<file path="config.mk">
export PLATFORM = sky130hd
export DESIGN_NAME = processor_event_counter_monitor
export DESIGN_NICKNAME = d
export VERILOG_FILES = /design/src/rtl/pmon_pkg.sv /design/src/rtl/counter_slice.sv /design/src/rtl/pmr_decode.sv /design/src/rtl/processor_event_counter_monitor.sv
export SDC_FILE = /design/constraint.sdc
export NUM_CORES = 2
export LEC_CHECK = 0
export BUFFER_PORTS_ARGS = -buffer_cell sky130_fd_sc_hd__clkbuf_2
export CAP_MARGIN = 5
export CORE_AREA = 2 2 475 477
export CTS_CLUSTER_DIAMETER = 40
export DETAILED_ROUTE_END_ITERATION = 16
export DIE_AREA = 0 0 477 479
export GPL_TIMING_DRIVEN = 0
export MAX_ROUTING_LAYER = met4
export PLACE_DENSITY = 0.6
export SLEW_MARGIN = 20
export SYNTH_ARGS = -nofsm -noshare
export SYNTH_HDL_FRONTEND = slang
export SYNTH_HIERARCHICAL = 1
export SYNTH_SLANG_ARGS = --single-unit
</file>
<file path="constraint.sdc">
create_clock -name pclk -period 4.7 [get_ports pclk]
set_input_delay 1.41 -clock pclk [delete_from_list [all_inputs] [get_ports pclk]]
set_output_delay 1.41 -clock pclk [all_outputs]
set_load 0.01 [all_outputs]
</file>
<file path="src/rtl/pmon_pkg.sv">
// shared constants, field layouts and carrier types of the event counter monitor
package pmon_pkg;
  localparam int          NUM_CTR      = 16;       // counters actually built
  localparam int          CTR_W        = 32;
  localparam int          IDX_W        = 4;
  localparam int          NUM_W        = 10;       // monitor register number width
  localparam int          ADDR_LSB     = 2;        // byte address = number * 4
  localparam int          SUP_BIT      = 4;        // bit 5 counted from the msb of the number
  localparam int          GRP_LSB      = 7;
  localparam int          GRP_W        = 3;
  localparam logic [2:0]  GRP_CTR      = 3'h0;
  localparam logic [2:0]  GRP_LCA      = 3'h1;
  localparam logic [2:0]  GRP_LCB      = 3'h2;
  localparam logic [2:0]  GRP_GLB      = 3'h3;
  localparam logic [2:0]  GRP_VEC      = 3'h4;
  localparam logic [1:0]  PAD_ZERO     = 2'h0;     // number bits 6:5 must be zero
  // local_control_a fields
  localparam int          LA_FTC       = 31;       // freeze_this_counter
  localparam int          LA_FSUP      = 29;       // freeze_when_supervisor
  localparam int          LA_FUSR      = 28;       // freeze_when_user
  localparam int          LA_FMRK      = 27;       // freeze_when_marked
  localparam int          LA_FUNM      = 26;       // freeze_when_unmarked
  localparam int          LA_WDE       = 25;       // wrap_detect_enable
  localparam int          LA_FGST      = 24;       // freeze_in_guest
  localparam int          LA_FHYP      = 23;       // freeze_in_hypervisor
  localparam int          LA_EVT_LSB   = 16;
  localparam int          EVT_W        = 5;        // msb selects a chain source
  // global_monitor_control fields
  localparam int          GC_FEC       = 31;       // freeze_every_counter
  localparam int          GC_MIE       = 30;       // monitor_interrupt_enable
  localparam int          GC_FOEC      = 29;       // freeze_on_enabled_condition
  localparam logic [31:0] LCA_MASK     = 32'hbf9f_0000;
  localparam logic [31:0] GLB_MASK     = 32'he000_0000;
  localparam logic [31:0] VEC_MASK     = 32'h0000_fff0;
  localparam logic [31:0] RESET_WORD   = 32'h0000_0000;
  localparam logic [15:0] MARK_BLIND   = 16'h0001; // events counted whatever the mark

  typedef struct packed {
    logic user_state_bit;
    logic process_mark_bit;
    logic guest_state_bit;
    logic external_interrupt_enable;
    logic monitor_guest_protect;
    logic monitor_enable_bit;
  } core_state_t;

  typedef enum logic [2:0] {TGT_NONE, TGT_CTR, TGT_LCA, TGT_LCB, TGT_GLB, TGT_VEC} target_t;

  typedef struct packed {
    target_t          target;
    logic [IDX_W-1:0] idx;
    logic             privilege_fault;
    logic             illegal_fault;
  } access_t;
endpackage

</file>
<file path="src/rtl/counter_slice.sv">
// one 32-bit event counter with carry-out chain pulse
`timescale 1ns/1ps
module counter_slice
  import pmon_pkg::*;
(
  input  wire logic             pclk,
  input  wire logic             presetn,
  input  wire logic             wr_en,
  input  wire logic [CTR_W-1:0] wr_data,
  input  wire logic             inc,
  output logic      [CTR_W-1:0] count_q,
  output logic                  chain_q
);
  logic [CTR_W-1:0] count_d;

  // a software write wins over a same-cycle increment
  always_comb
  begin
    count_d = count_q;
    if (wr_en)
      count_d = wr_data;
    else if (inc)
      count_d = count_q + 32'h0000_0001;
  end

  always_ff @(posedge pclk or negedge presetn)
  begin
    if (!presetn)
      count_q <= RESET_WORD;
    else
      count_q <= count_d;
  end

  // msb falling is the carry-out seen by chained counters
  always_ff @(posedge pclk or negedge presetn)
  begin
    if (!presetn)
      chain_q <= 1'b0;
    else
      chain_q <= count_q[CTR_W-1] & ~count_d[CTR_W-1];
  end

  a_chain_on_fall: assert property (@(posedge pclk) disable iff (!presetn)
    $fell(count_q[CTR_W-1]) |-> chain_q)
    else $error("chain pulse missing after msb fell");
endmodule

</file>
<file path="src/rtl/pmr_decode.sv">
// monitor register number decoder with privilege and legality checks
`timescale 1ns/1ps
module pmr_decode
  import pmon_pkg::*;
(
  input  wire logic [31:0] paddr,
  input  wire logic        write,
  input  wire core_state_t cs,
  output access_t          acc
);
  logic [NUM_W-1:0] num;
  logic [GRP_W-1:0] grp;
  logic             archd;

  assign num = paddr[ADDR_LSB +: NUM_W];
  assign grp = num[GRP_LSB +: GRP_W];

  // unbuilt counters fall through to the same path as unknown numbers
  always_comb
  begin
    acc        = '0;
    acc.idx    = num[IDX_W-1:0];
    acc.target = TGT_NONE;
    archd      = (num[SUP_BIT+2:SUP_BIT+1] == PAD_ZERO) && (paddr[1:0] == 2'h0)
                 && (paddr[31:ADDR_LSB+NUM_W] == '0);
    unique case (grp)
      GRP_CTR: if (int'(acc.idx) < NUM_CTR) acc.target = TGT_CTR;
      GRP_LCA: if (int'(acc.idx) < NUM_CTR) acc.target = TGT_LCA;
      GRP_LCB: if (int'(acc.idx) < NUM_CTR) acc.target = TGT_LCB;
      GRP_GLB: if (acc.idx == '0) acc.target = TGT_GLB;
      GRP_VEC: if (acc.idx == '0 && num[SUP_BIT]) acc.target = TGT_VEC;
      default: acc.target = TGT_NONE;
    endcase
    if (!archd)
      acc.target = TGT_NONE;
    if (acc.target == TGT_NONE)
      acc.illegal_fault = 1'b1;
    else if (!num[SUP_BIT] && write)
      acc.illegal_fault = 1'b1;                       // user numbers are read only
    else if (num[SUP_BIT] && cs.user_state_bit)
      acc.privilege_fault = 1'b1;                     // supervisor number from user
    else if (cs.guest_state_bit && cs.monitor_guest_protect)
      acc.privilege_fault = 1'b1;                     // guest locked out
    if (acc.illegal_fault || acc.privilege_fault)
      acc.target = TGT_NONE;
  end
endmodule

</file>
<file path="src/rtl/processor_event_counter_monitor.sv">
// event counter monitor: counters, local and global controls, apb access, exception
// Notes on behaviour
// - sixteen 32-bit counters, fewer allowed
// - user and supervisor numbers share one register
// - number bit five selects user or supervisor
// - supervisor number from user mode faults
// - any write to user number is illegal
// - unbuilt counters act as unknown numbers
// - local controls n govern counter n only
// - global control acts on all counters
// - guest protect bit blocks guest access
// - exception when wrap enabled, flagged, enabled
// - enabled overflow condition freezes every counter
// - interrupt taken only at top priority
// - exception is a level, drops at once
// - counting follows user and mark filter state
// - filter bits freeze their named states
// - some events ignore the mark, fixed
// - vector comes from the vector offset register
// - global and local freeze stop unconditionally
// - msb one to zero yields chain event
`timescale 1ns/1ps
module processor_event_counter_monitor
  import pmon_pkg::*;
(
  input  wire logic               pclk,
  input  wire logic               presetn,
  input  wire logic               psel,
  input  wire logic               penable,
  input  wire logic               pwrite,
  input  wire logic [31:0]        paddr,
  input  wire logic [31:0]        pwdata,
  input  wire logic [3:0]         pstrb,
  output logic      [31:0]        prdata,
  output logic                    pready,
  output logic                    pslverr,
  input  wire core_state_t        core_state,
  input  wire logic [NUM_CTR-1:0] event_in,
  input  wire logic               higher_pending,
  output logic                    monitor_exception,
  output logic                    interrupt_take,
  output logic      [31:0]        interrupt_vector,
  output logic                    frozen_all,
  output logic                    privilege_fault,
  output logic                    illegal_fault
);
  logic [CTR_W-1:0]   count    [NUM_CTR];
  logic [31:0]        lca_q    [NUM_CTR];
  logic [31:0]        lcb_q    [NUM_CTR];
  logic [31:0]        glb_q;
  logic [31:0]        vec_q;
  logic [31:0]        prdata_q;
  logic               err_q;
  logic               priv_q;
  logic               ill_q;
  logic [NUM_CTR-1:0] chain;
  logic [NUM_CTR-1:0] inc;
  logic [NUM_CTR-1:0] ctr_wr;
  logic [NUM_CTR-1:0] wrap_cond;
  logic               setup;
  logic               access;
  logic               wr_ok;
  logic [31:0]        merged;
  access_t            acc;

  // byte lanes of a write merged onto the old word
  function automatic logic [31:0] merge(input logic [31:0] old_w, input logic [31:0] new_w,
                                        input logic [3:0] strb);
    logic [31:0] res;
    res = old_w;
    for (int b = 0; b < 4; b++)
    begin
      if (strb[b])
        res[8*b +: 8] = new_w[8*b +: 8];
    end
    return res;
  endfunction

  // true when the current core state is left unfrozen by a local control word
  function automatic logic state_open(input logic [31:0] lca, input core_state_t cs,
                                      input logic blind);
    logic open_q;
    open_q = 1'b1;
    if (lca[LA_FSUP] && !cs.user_state_bit)
      open_q = 1'b0;
    if (lca[LA_FUSR] && cs.user_state_bit)
      open_q = 1'b0;
    if (!blind && lca[LA_FMRK] && cs.process_mark_bit)
      open_q = 1'b0;
    if (!blind && lca[LA_FUNM] && !cs.process_mark_bit)
      open_q = 1'b0;
    if (lca[LA_FGST] && cs.guest_state_bit)
      open_q = 1'b0;
    if (lca[LA_FHYP] && !cs.guest_state_bit)
      open_q = 1'b0;
    return open_q;
  endfunction

  pmr_decode u_decode (
    .paddr (paddr),
    .write (pwrite),
    .cs    (core_state),
    .acc   (acc)
  );

  // apb phases; the slave never stretches a transfer
  assign setup  = psel & ~penable;
  assign access = psel & penable;
  assign wr_ok  = access & pwrite & ~err_q;
  assign pready = 1'b1;
  assign prdata = prdata_q;
  assign pslverr = err_q & access;

  // the word under the current number, used for the read data
  always_comb
  begin
    merged = RESET_WORD;
    unique case (acc.target)
      TGT_CTR:  merged = count[acc.idx];
      TGT_LCA:  merged = lca_q[acc.idx];
      TGT_LCB:  merged = lcb_q[acc.idx];
      TGT_GLB:  merged = glb_q;
      TGT_VEC:  merged = vec_q;
      TGT_NONE: merged = RESET_WORD;
    endcase
  end

  // read data and the error are latched in setup so they come from flops
  always_ff @(posedge pclk or negedge presetn)
  begin
    if (!presetn)
    begin
      prdata_q <= RESET_WORD;
      err_q    <= 1'b0;
    end
    else if (setup)
    begin
      prdata_q <= (pwrite || acc.target == TGT_NONE) ? RESET_WORD : merged;
      err_q    <= acc.illegal_fault | acc.privilege_fault;
    end
  end

  // fault pulses last one cycle after the completing edge of a refused access
  always_ff @(posedge pclk or negedge presetn)
  begin
    if (!presetn)
    begin
      priv_q <= 1'b0;
      ill_q  <= 1'b0;
    end
    else
    begin
      priv_q <= access & acc.privilege_fault;
      ill_q  <= access & acc.illegal_fault;
    end
  end
  assign privilege_fault = priv_q;
  assign illegal_fault   = ill_q;

  // local control registers, one pair per counter
  always_ff @(posedge pclk or negedge presetn)
  begin
    if (!presetn)
    begin
      for (int i = 0; i < NUM_CTR; i++)
      begin
        lca_q[i] <= RESET_WORD;
        lcb_q[i] <= RESET_WORD;
      end
    end
    else if (wr_ok)
    begin
      if (acc.target == TGT_LCA)
        lca_q[acc.idx] <= merge(lca_q[acc.idx], pwdata, pstrb) & LCA_MASK;
      if (acc.target == TGT_LCB)
        lcb_q[acc.idx] <= merge(lcb_q[acc.idx], pwdata, pstrb);
    end
  end

  // global control and vector offset
  always_ff @(posedge pclk or negedge presetn)
  begin
    if (!presetn)
    begin
      glb_q <= RESET_WORD;
      vec_q <= RESET_WORD;
    end
    else if (wr_ok)
    begin
      if (acc.target == TGT_GLB)
        glb_q <= merge(glb_q, pwdata, pstrb) & GLB_MASK;
      if (acc.target == TGT_VEC)
        vec_q <= merge(vec_q, pwdata, pstrb) & VEC_MASK;
    end
  end

  // overflow condition per counter; wrap flag is the counter msb
  always_comb
  begin
    for (int i = 0; i < NUM_CTR; i++)
      wrap_cond[i] = lca_q[i][LA_WDE] & count[i][CTR_W-1];
  end

  // freeze on enabled condition holds even with the interrupt masked by ee
  assign frozen_all = glb_q[GC_FEC]
                    | (glb_q[GC_MIE] & glb_q[GC_FOEC] & (|wrap_cond));

  // purely combinational so it drops the cycle any term fails
  assign monitor_exception = (|wrap_cond) & glb_q[GC_MIE]
                           & (core_state.external_interrupt_enable | core_state.guest_state_bit);
  assign interrupt_take    = monitor_exception & ~higher_pending;
  assign interrupt_vector  = vec_q;

  // counter slices: event select, filters and freezes per index
  for (genvar n = 0; n < NUM_CTR; n++)
  begin : g_ctr
    logic [EVT_W-1:0] sel;
    logic             evt;
    logic             blind;

    assign sel   = lca_q[n][LA_EVT_LSB +: EVT_W];
    // upper half of the select space picks another counter's carry-out
    assign evt   = sel[EVT_W-1] ? chain[sel[IDX_W-1:0]] : event_in[sel[IDX_W-1:0]];
    assign blind = ~sel[EVT_W-1] & MARK_BLIND[sel[IDX_W-1:0]];
    assign inc[n] = evt & core_state.monitor_enable_bit & ~frozen_all
                  & ~lca_q[n][LA_FTC]
                  & state_open(lca_q[n], core_state, blind);
    assign ctr_wr[n] = wr_ok & (acc.target == TGT_CTR) & (acc.idx == IDX_W'(n));

    counter_slice u_slice (
      .pclk    (pclk),
      .presetn (presetn),
      .wr_en   (ctr_wr[n]),
      .wr_data (merge(count[n], pwdata, pstrb)),
      .inc     (inc[n]),
      .count_q (count[n]),
      .chain_q (chain[n])
    );

    a_user_freeze: assert property (@(posedge pclk) disable iff (!presetn)
      (core_state.user_state_bit && lca_q[n][LA_FUSR] && !ctr_wr[n])
        |=> count[n] == $past(count[n]))
      else $error("counter moved in a frozen user state");

    // each other filter and freeze holds the count while its state is shut out
    a_supv_freeze: assert property (@(posedge pclk) disable iff (!presetn)
      (!core_state.user_state_bit && lca_q[n][LA_FSUP] && !ctr_wr[n])
        |=> count[n] == $past(count[n]))
      else $error("counter moved in a frozen supervisor state");

    a_mark_freeze: assert property (@(posedge pclk) disable iff (!presetn)
      (core_state.process_mark_bit && lca_q[n][LA_FMRK] && !blind && !ctr_wr[n])
        |=> count[n] == $past(count[n]))
      else $error("counter moved in a frozen marked state");

    a_unmark_freeze: assert property (@(posedge pclk) disable iff (!presetn)
      (!core_state.process_mark_bit && lca_q[n][LA_FUNM] && !blind && !ctr_wr[n])
        |=> count[n] == $past(count[n]))
      else $error("counter moved in a frozen unmarked state");

    a_guest_freeze: assert property (@(posedge pclk) disable iff (!presetn)
      (core_state.guest_state_bit && lca_q[n][LA_FGST] && !ctr_wr[n])
        |=> count[n] == $past(count[n]))
      else $error("counter moved in a frozen guest state");

    a_hyp_freeze: assert property (@(posedge pclk) disable iff (!presetn)
      (!core_state.guest_state_bit && lca_q[n][LA_FHYP] && !ctr_wr[n])
        |=> count[n] == $past(count[n]))
      else $error("counter moved in a frozen hypervisor state");

    a_local_freeze: assert property (@(posedge pclk) disable iff (!presetn)
      (lca_q[n][LA_FTC] && !ctr_wr[n])
        |=> count[n] == $past(count[n]))
      else $error("counter moved under its own freeze");

    a_enable_off: assert property (@(posedge pclk) disable iff (!presetn)
      (!core_state.monitor_enable_bit && !ctr_wr[n])
        |=> count[n] == $past(count[n]))
      else $error("counter moved with monitoring disabled");
  end

  a_count_step: assert property (@(posedge pclk) disable iff (!presetn)
    (inc[0] && !ctr_wr[0]) |=> count[0] == $past(count[0]) + 32'h0000_0001)
    else $error("counter did not advance by one");

  a_freeze_every: assert property (@(posedge pclk) disable iff (!presetn)
    (glb_q[GC_FEC] && !wr_ok) |=> (count[0] == $past(count[0])) && (count[1] == $past(count[1])))
    else $error("counter moved under global freeze");

  a_freeze_overflow: assert property (@(posedge pclk) disable iff (!presetn)
    (glb_q[GC_MIE] && glb_q[GC_FOEC] && wrap_cond[5]) |-> frozen_all && !inc[1])
    else $error("enabled overflow did not freeze counters");

  a_exc_drops: assert property (@(posedge pclk) disable iff (!presetn)
    (!glb_q[GC_MIE] || !(core_state.external_interrupt_enable || core_state.guest_state_bit))
      |-> !monitor_exception)
    else $error("exception held with an enable missing");

  a_exc_raises: assert property (@(posedge pclk) disable iff (!presetn)
    (lca_q[5][LA_WDE] && count[5][CTR_W-1] && glb_q[GC_MIE]
      && core_state.external_interrupt_enable) |-> monitor_exception)
    else $error("exception missing for enabled wrap");

  a_take_priority: assert property (@(posedge pclk) disable iff (!presetn)
    interrupt_take |-> monitor_exception && !higher_pending && interrupt_vector == vec_q)
    else $error("interrupt taken while outranked");

  a_user_write: assert property (@(posedge pclk) disable iff (!presetn)
    (setup && pwrite && !paddr[ADDR_LSB+SUP_BIT]) |=> pslverr ##1 illegal_fault)
    else $error("write to user number not refused");

  a_priv_check: assert property (@(posedge pclk) disable iff (!presetn)
    (setup && !pwrite && paddr[ADDR_LSB+SUP_BIT] && core_state.user_state_bit)
      |=> pslverr && prdata == RESET_WORD)
    else $error("supervisor read from user not refused");

  // refused or misdirected accesses leave other registers as they were
  a_local_only: assert property (@(posedge pclk) disable iff (!presetn)
    (wr_ok && acc.target == TGT_LCA && acc.idx != '0)
      |=> lca_q[0] == $past(lca_q[0]))
    else $error("local control write reached another index");

  a_refused_keep: assert property (@(posedge pclk) disable iff (!presetn)
    (access && err_q)
      |=> glb_q == $past(glb_q) && vec_q == $past(vec_q))
    else $error("refused access changed a register");

  a_fault_single: assert property (@(posedge pclk) disable iff (!presetn)
    illegal_fault |=> !illegal_fault)
    else $error("illegal fault longer than one cycle");

  a_write_rdzero: assert property (@(posedge pclk) disable iff (!presetn)
    (setup && pwrite) |=> prdata == RESET_WORD)
    else $error("write returned read data");

  a_priv_pulse: assert property (@(posedge pclk) disable iff (!presetn)
    (access && acc.privilege_fault) |=> privilege_fault)
    else $error("privilege fault pulse missing");
endmodule

</file>
==> results.sh <==
export IMPL_status="finished with violations"
export IMPL_violations="setup timing"
export IMPL_cellPowerDensity_mw_per_mm2=378.7
export IMPL_syn2layout_area_growth_pct=20.44
export IMPL_min_path_type="in2async"
export IMPL_core_mm2=0.2236
export IMPL_grt_overflow_total=0
export IMPL_die_area_mm2=0.2285
export IMPL_worstReg2RegStart="g_ctr[11].u_slice/chain_q"
export IMPL_cts_root_buffer="clkbuf_16"
export IMPL_layout_commonest_cell="dfrtp_1"
export IMPL_synth_seq_cells=1298
export IMPL_fin_crit_sh_pct=102.9
export IMPL_cp_start_kind="input port"
export IMPL_slew_violations=0
export IMPL_grt_pass1_wl_mm=546.9
export IMPL_port_buffer_count=143
export IMPL_drv_cap=0
export IMPL_gp_congestion=1.046
export IMPL_antenna_found_initial=39
export IMPL_drc=0
export IMPL_tightestPinTransition_ns=1.313
export IMPL_power_total_mw=35.50
export IMPL_post_route_min_period_ns=4.839
export IMPL_crit_required_ns=5.57
export IMPL_drtPass1Iterations=9
export IMPL_clockBufferDepth=4
export IMPL_ys_flop_type="dfrtp_1"
export IMPL_vias=74025
export IMPL_fin_worst_skew_ns=0.09522
export IMPL_worstPathMaxFanout=12
export IMPL_leakagePower_nw=38.34
export IMPL_grt_max_degree=98
export IMPL_grt_usage_pct=34.60
export IMPL_synth_edf_count=0
export IMPL_final_util_pct=41.93
export IMPL_layout_setup_ws_ns=-0.1386
export IMPL_synth_area_mm2=0.07784
export IMPL_insertion_delay_ns=0.96
export IMPL_drt_wl_total_mm=392.8
export IMPL_drtIter0Drc=10322
export IMPL_seq_area_frac_synth_pct=41.73
export IMPL_end_kind="flop"
export IMPL_cts_clk_slew_worst_paths_ns=0.05
export IMPL_final_cell_mix="dfrtp_1 (1298), o21ai_0 (1075), nand2_1 (800)"
export IMPL_start_util_pct=34.81
export IMPL_cp_arrival_ns=5.71
export IMPL_path_class="in2reg"
export IMPL_max_vdd_ir_drop_v=0.0003280
export IMPL_ioPinCount=167
export IMPL_rows=174
export IMPL_cts_sinks=1298
export IMPL_ant_nets=0
export IMPL_nets=8951
export IMPL_ys_warn_count=6
export IMPL_hold_violations=0
export IMPL_grt_pass1_vias=70446
export IMPL_rsz0062_at_grt="yes"
export IMPL_via_per_inst=6.136
export IMPL_startpoint="paddr[4]"
export IMPL_avgSynthCellArea_um2=9.361
export IMPL_drive_above_1_share_pct=19.77
export IMPL_numCtsBuffers=279
export IMPL_maxSlewHeadroom_pct=12.45
export IMPL_die_y_um=479
export IMPL_cts_hold_buf=0
export IMPL_max_clock_freq_ghz=0.2067
export IMPL_dieWidth_um=477
export IMPL_syn_inst=8315
export IMPL_avgRoutedWirePerCell_um=32.56
export IMPL_cts_htree_levels=5
export IMPL_async_reset_ff_share_pct=100.0
export IMPL_synth_cell_types=68
export IMPL_setup_viol=34
export IMPL_hpwl_mm=293.0
export IMPL_cts_tree="built"
## path summary, 6_finish.rpt
check / cells past startpoint / to / slack, ns
worst max register to register: 14 / g_ctr[11].u_slice/chain_q / 0.02
min in group pclk: 2 / lcb_q[190] / 0.48
worst max-delay path: 12 / prdata[19] / -0.14
worst min register to register: 2 / lcb_q[190] / 0.48
max in group asynchronous: 7 / lcb_q[152] / 1.48
worst min-delay path: 1 / g_ctr[10].u_slice/count_q[28] / 0.46
## cells in the mapped netlist (all sizes together) (160+ instances only)
master | instances | area [um2]
nand2 | 822 | 3126
buf | 278 | 1534
inv | 587 | 2203
nor2 | 792 | 2973
xor2 | 160 | 1401
nand3 | 226 | 1131
o21ai | 1077 | 5390
clkbuf | 395 | 1483
xnor2 | 321 | 2811
dfrtp | 1298 | 32480
a21oi | 704 | 3523
mux4 | 466 | 10570
## timing repair
item                                   4_1_cts  5_1_grt
pin swaps                                   16       13
setup endpoints to repair                 1128     1167
gates cloned                                 0        0
setup buffers                               26       18
resized for setup                          179      135
endpoints found under the hold margin        0        0
## metal layers
metal	vias up	wire length [um]	global-route usage, %
met3	1245	41840	8.440
met5	-	0	-
met4	0	34000	24.63
met2	4859	170500	49.98
met1	37417	146500	42.35
li1	30504	-	-
## critical path, cell delays in order
cell	delay, ns
clkbuf_2	0.11
buf_4	0.10
buf_2	0.43
buf_4	0.41
buf_4	0.36
buf_4	0.39
buf_2	0.41
buf_2	0.42
nor2_1	0.12
clkbuf_1	0.34
a211oi_1	0.87
a32o_1	0.28
## cell type report
type,count,area (um2)
Antenna cell,30,75.07
Buffer,657,3218
Clock buffer,359,7865
Clock inverter,125,1415
Fill cell,21850,129800
Inverter,587,2203
Multi-Input combinational cell,5776,40880
Sequential cell,1298,32480
Tap cell,2992,3744
Timing Repair Buffer,240,1867
## kinds of logic after synthesis
group                    Yosys count  share of synthesized area (%)
AND/OR/NAND/NOR                 2558                          15.54
AO/OA/AOI/OAI                   2050                          14.21
flip-flops                      1298                          41.73
buffers and inverters           1260                          6.706
multiplexers                     650                          16.14
XOR/XNOR                         481                          5.412
adder cells (fa/ha/maj)           16                         0.2572
other                              2                       0.009648
## power by group
| part | leakage, nW | switching [mW] | total, mW | internal (mW) |
|---|---|---|---|---|
| registers | 17.9 | 0.834 | 12.4 | 11.6 |
| logic | 15.9 | 2.19 | 3.27 | 1.09 |
| clock network | 4.53 | 6.79 | 19.8 | 13.0 |
| total | 38.3 | 9.82 | 35.5 | 25.7 |
## flip-flops by register name, indices dropped and copies added, names as in the netlist
signal	count
privilege_fault	1
lca_q	128
g_ctr.sel	80
prdata	32
interrupt_vector	12
g_ctr.u_slice/chain_q	16
illegal_fault	1
g_ctr.u_slice/count_q	512
glb_q	3
err_q	1
lcb_q	512
## stage by stage
stage               setup TNS [ns]  cell area, um2  hold slack (ns)  instances  setup slack, ns
global placement                 -           82370           0.4538      11469           -31.75
detailed placement        -2090.13           83390           0.4639      11520           -2.272
global route                -1.532           93730           0.4881      12055          -0.1111
CTS                         -71.12           93300           0.4557      12019          -0.5080
finish                      -1.136           93750           0.4562      12064          -0.1386
floorplan                        0           77910           0.4416       8334          0.01823
(Power assumes the default switching activity.)
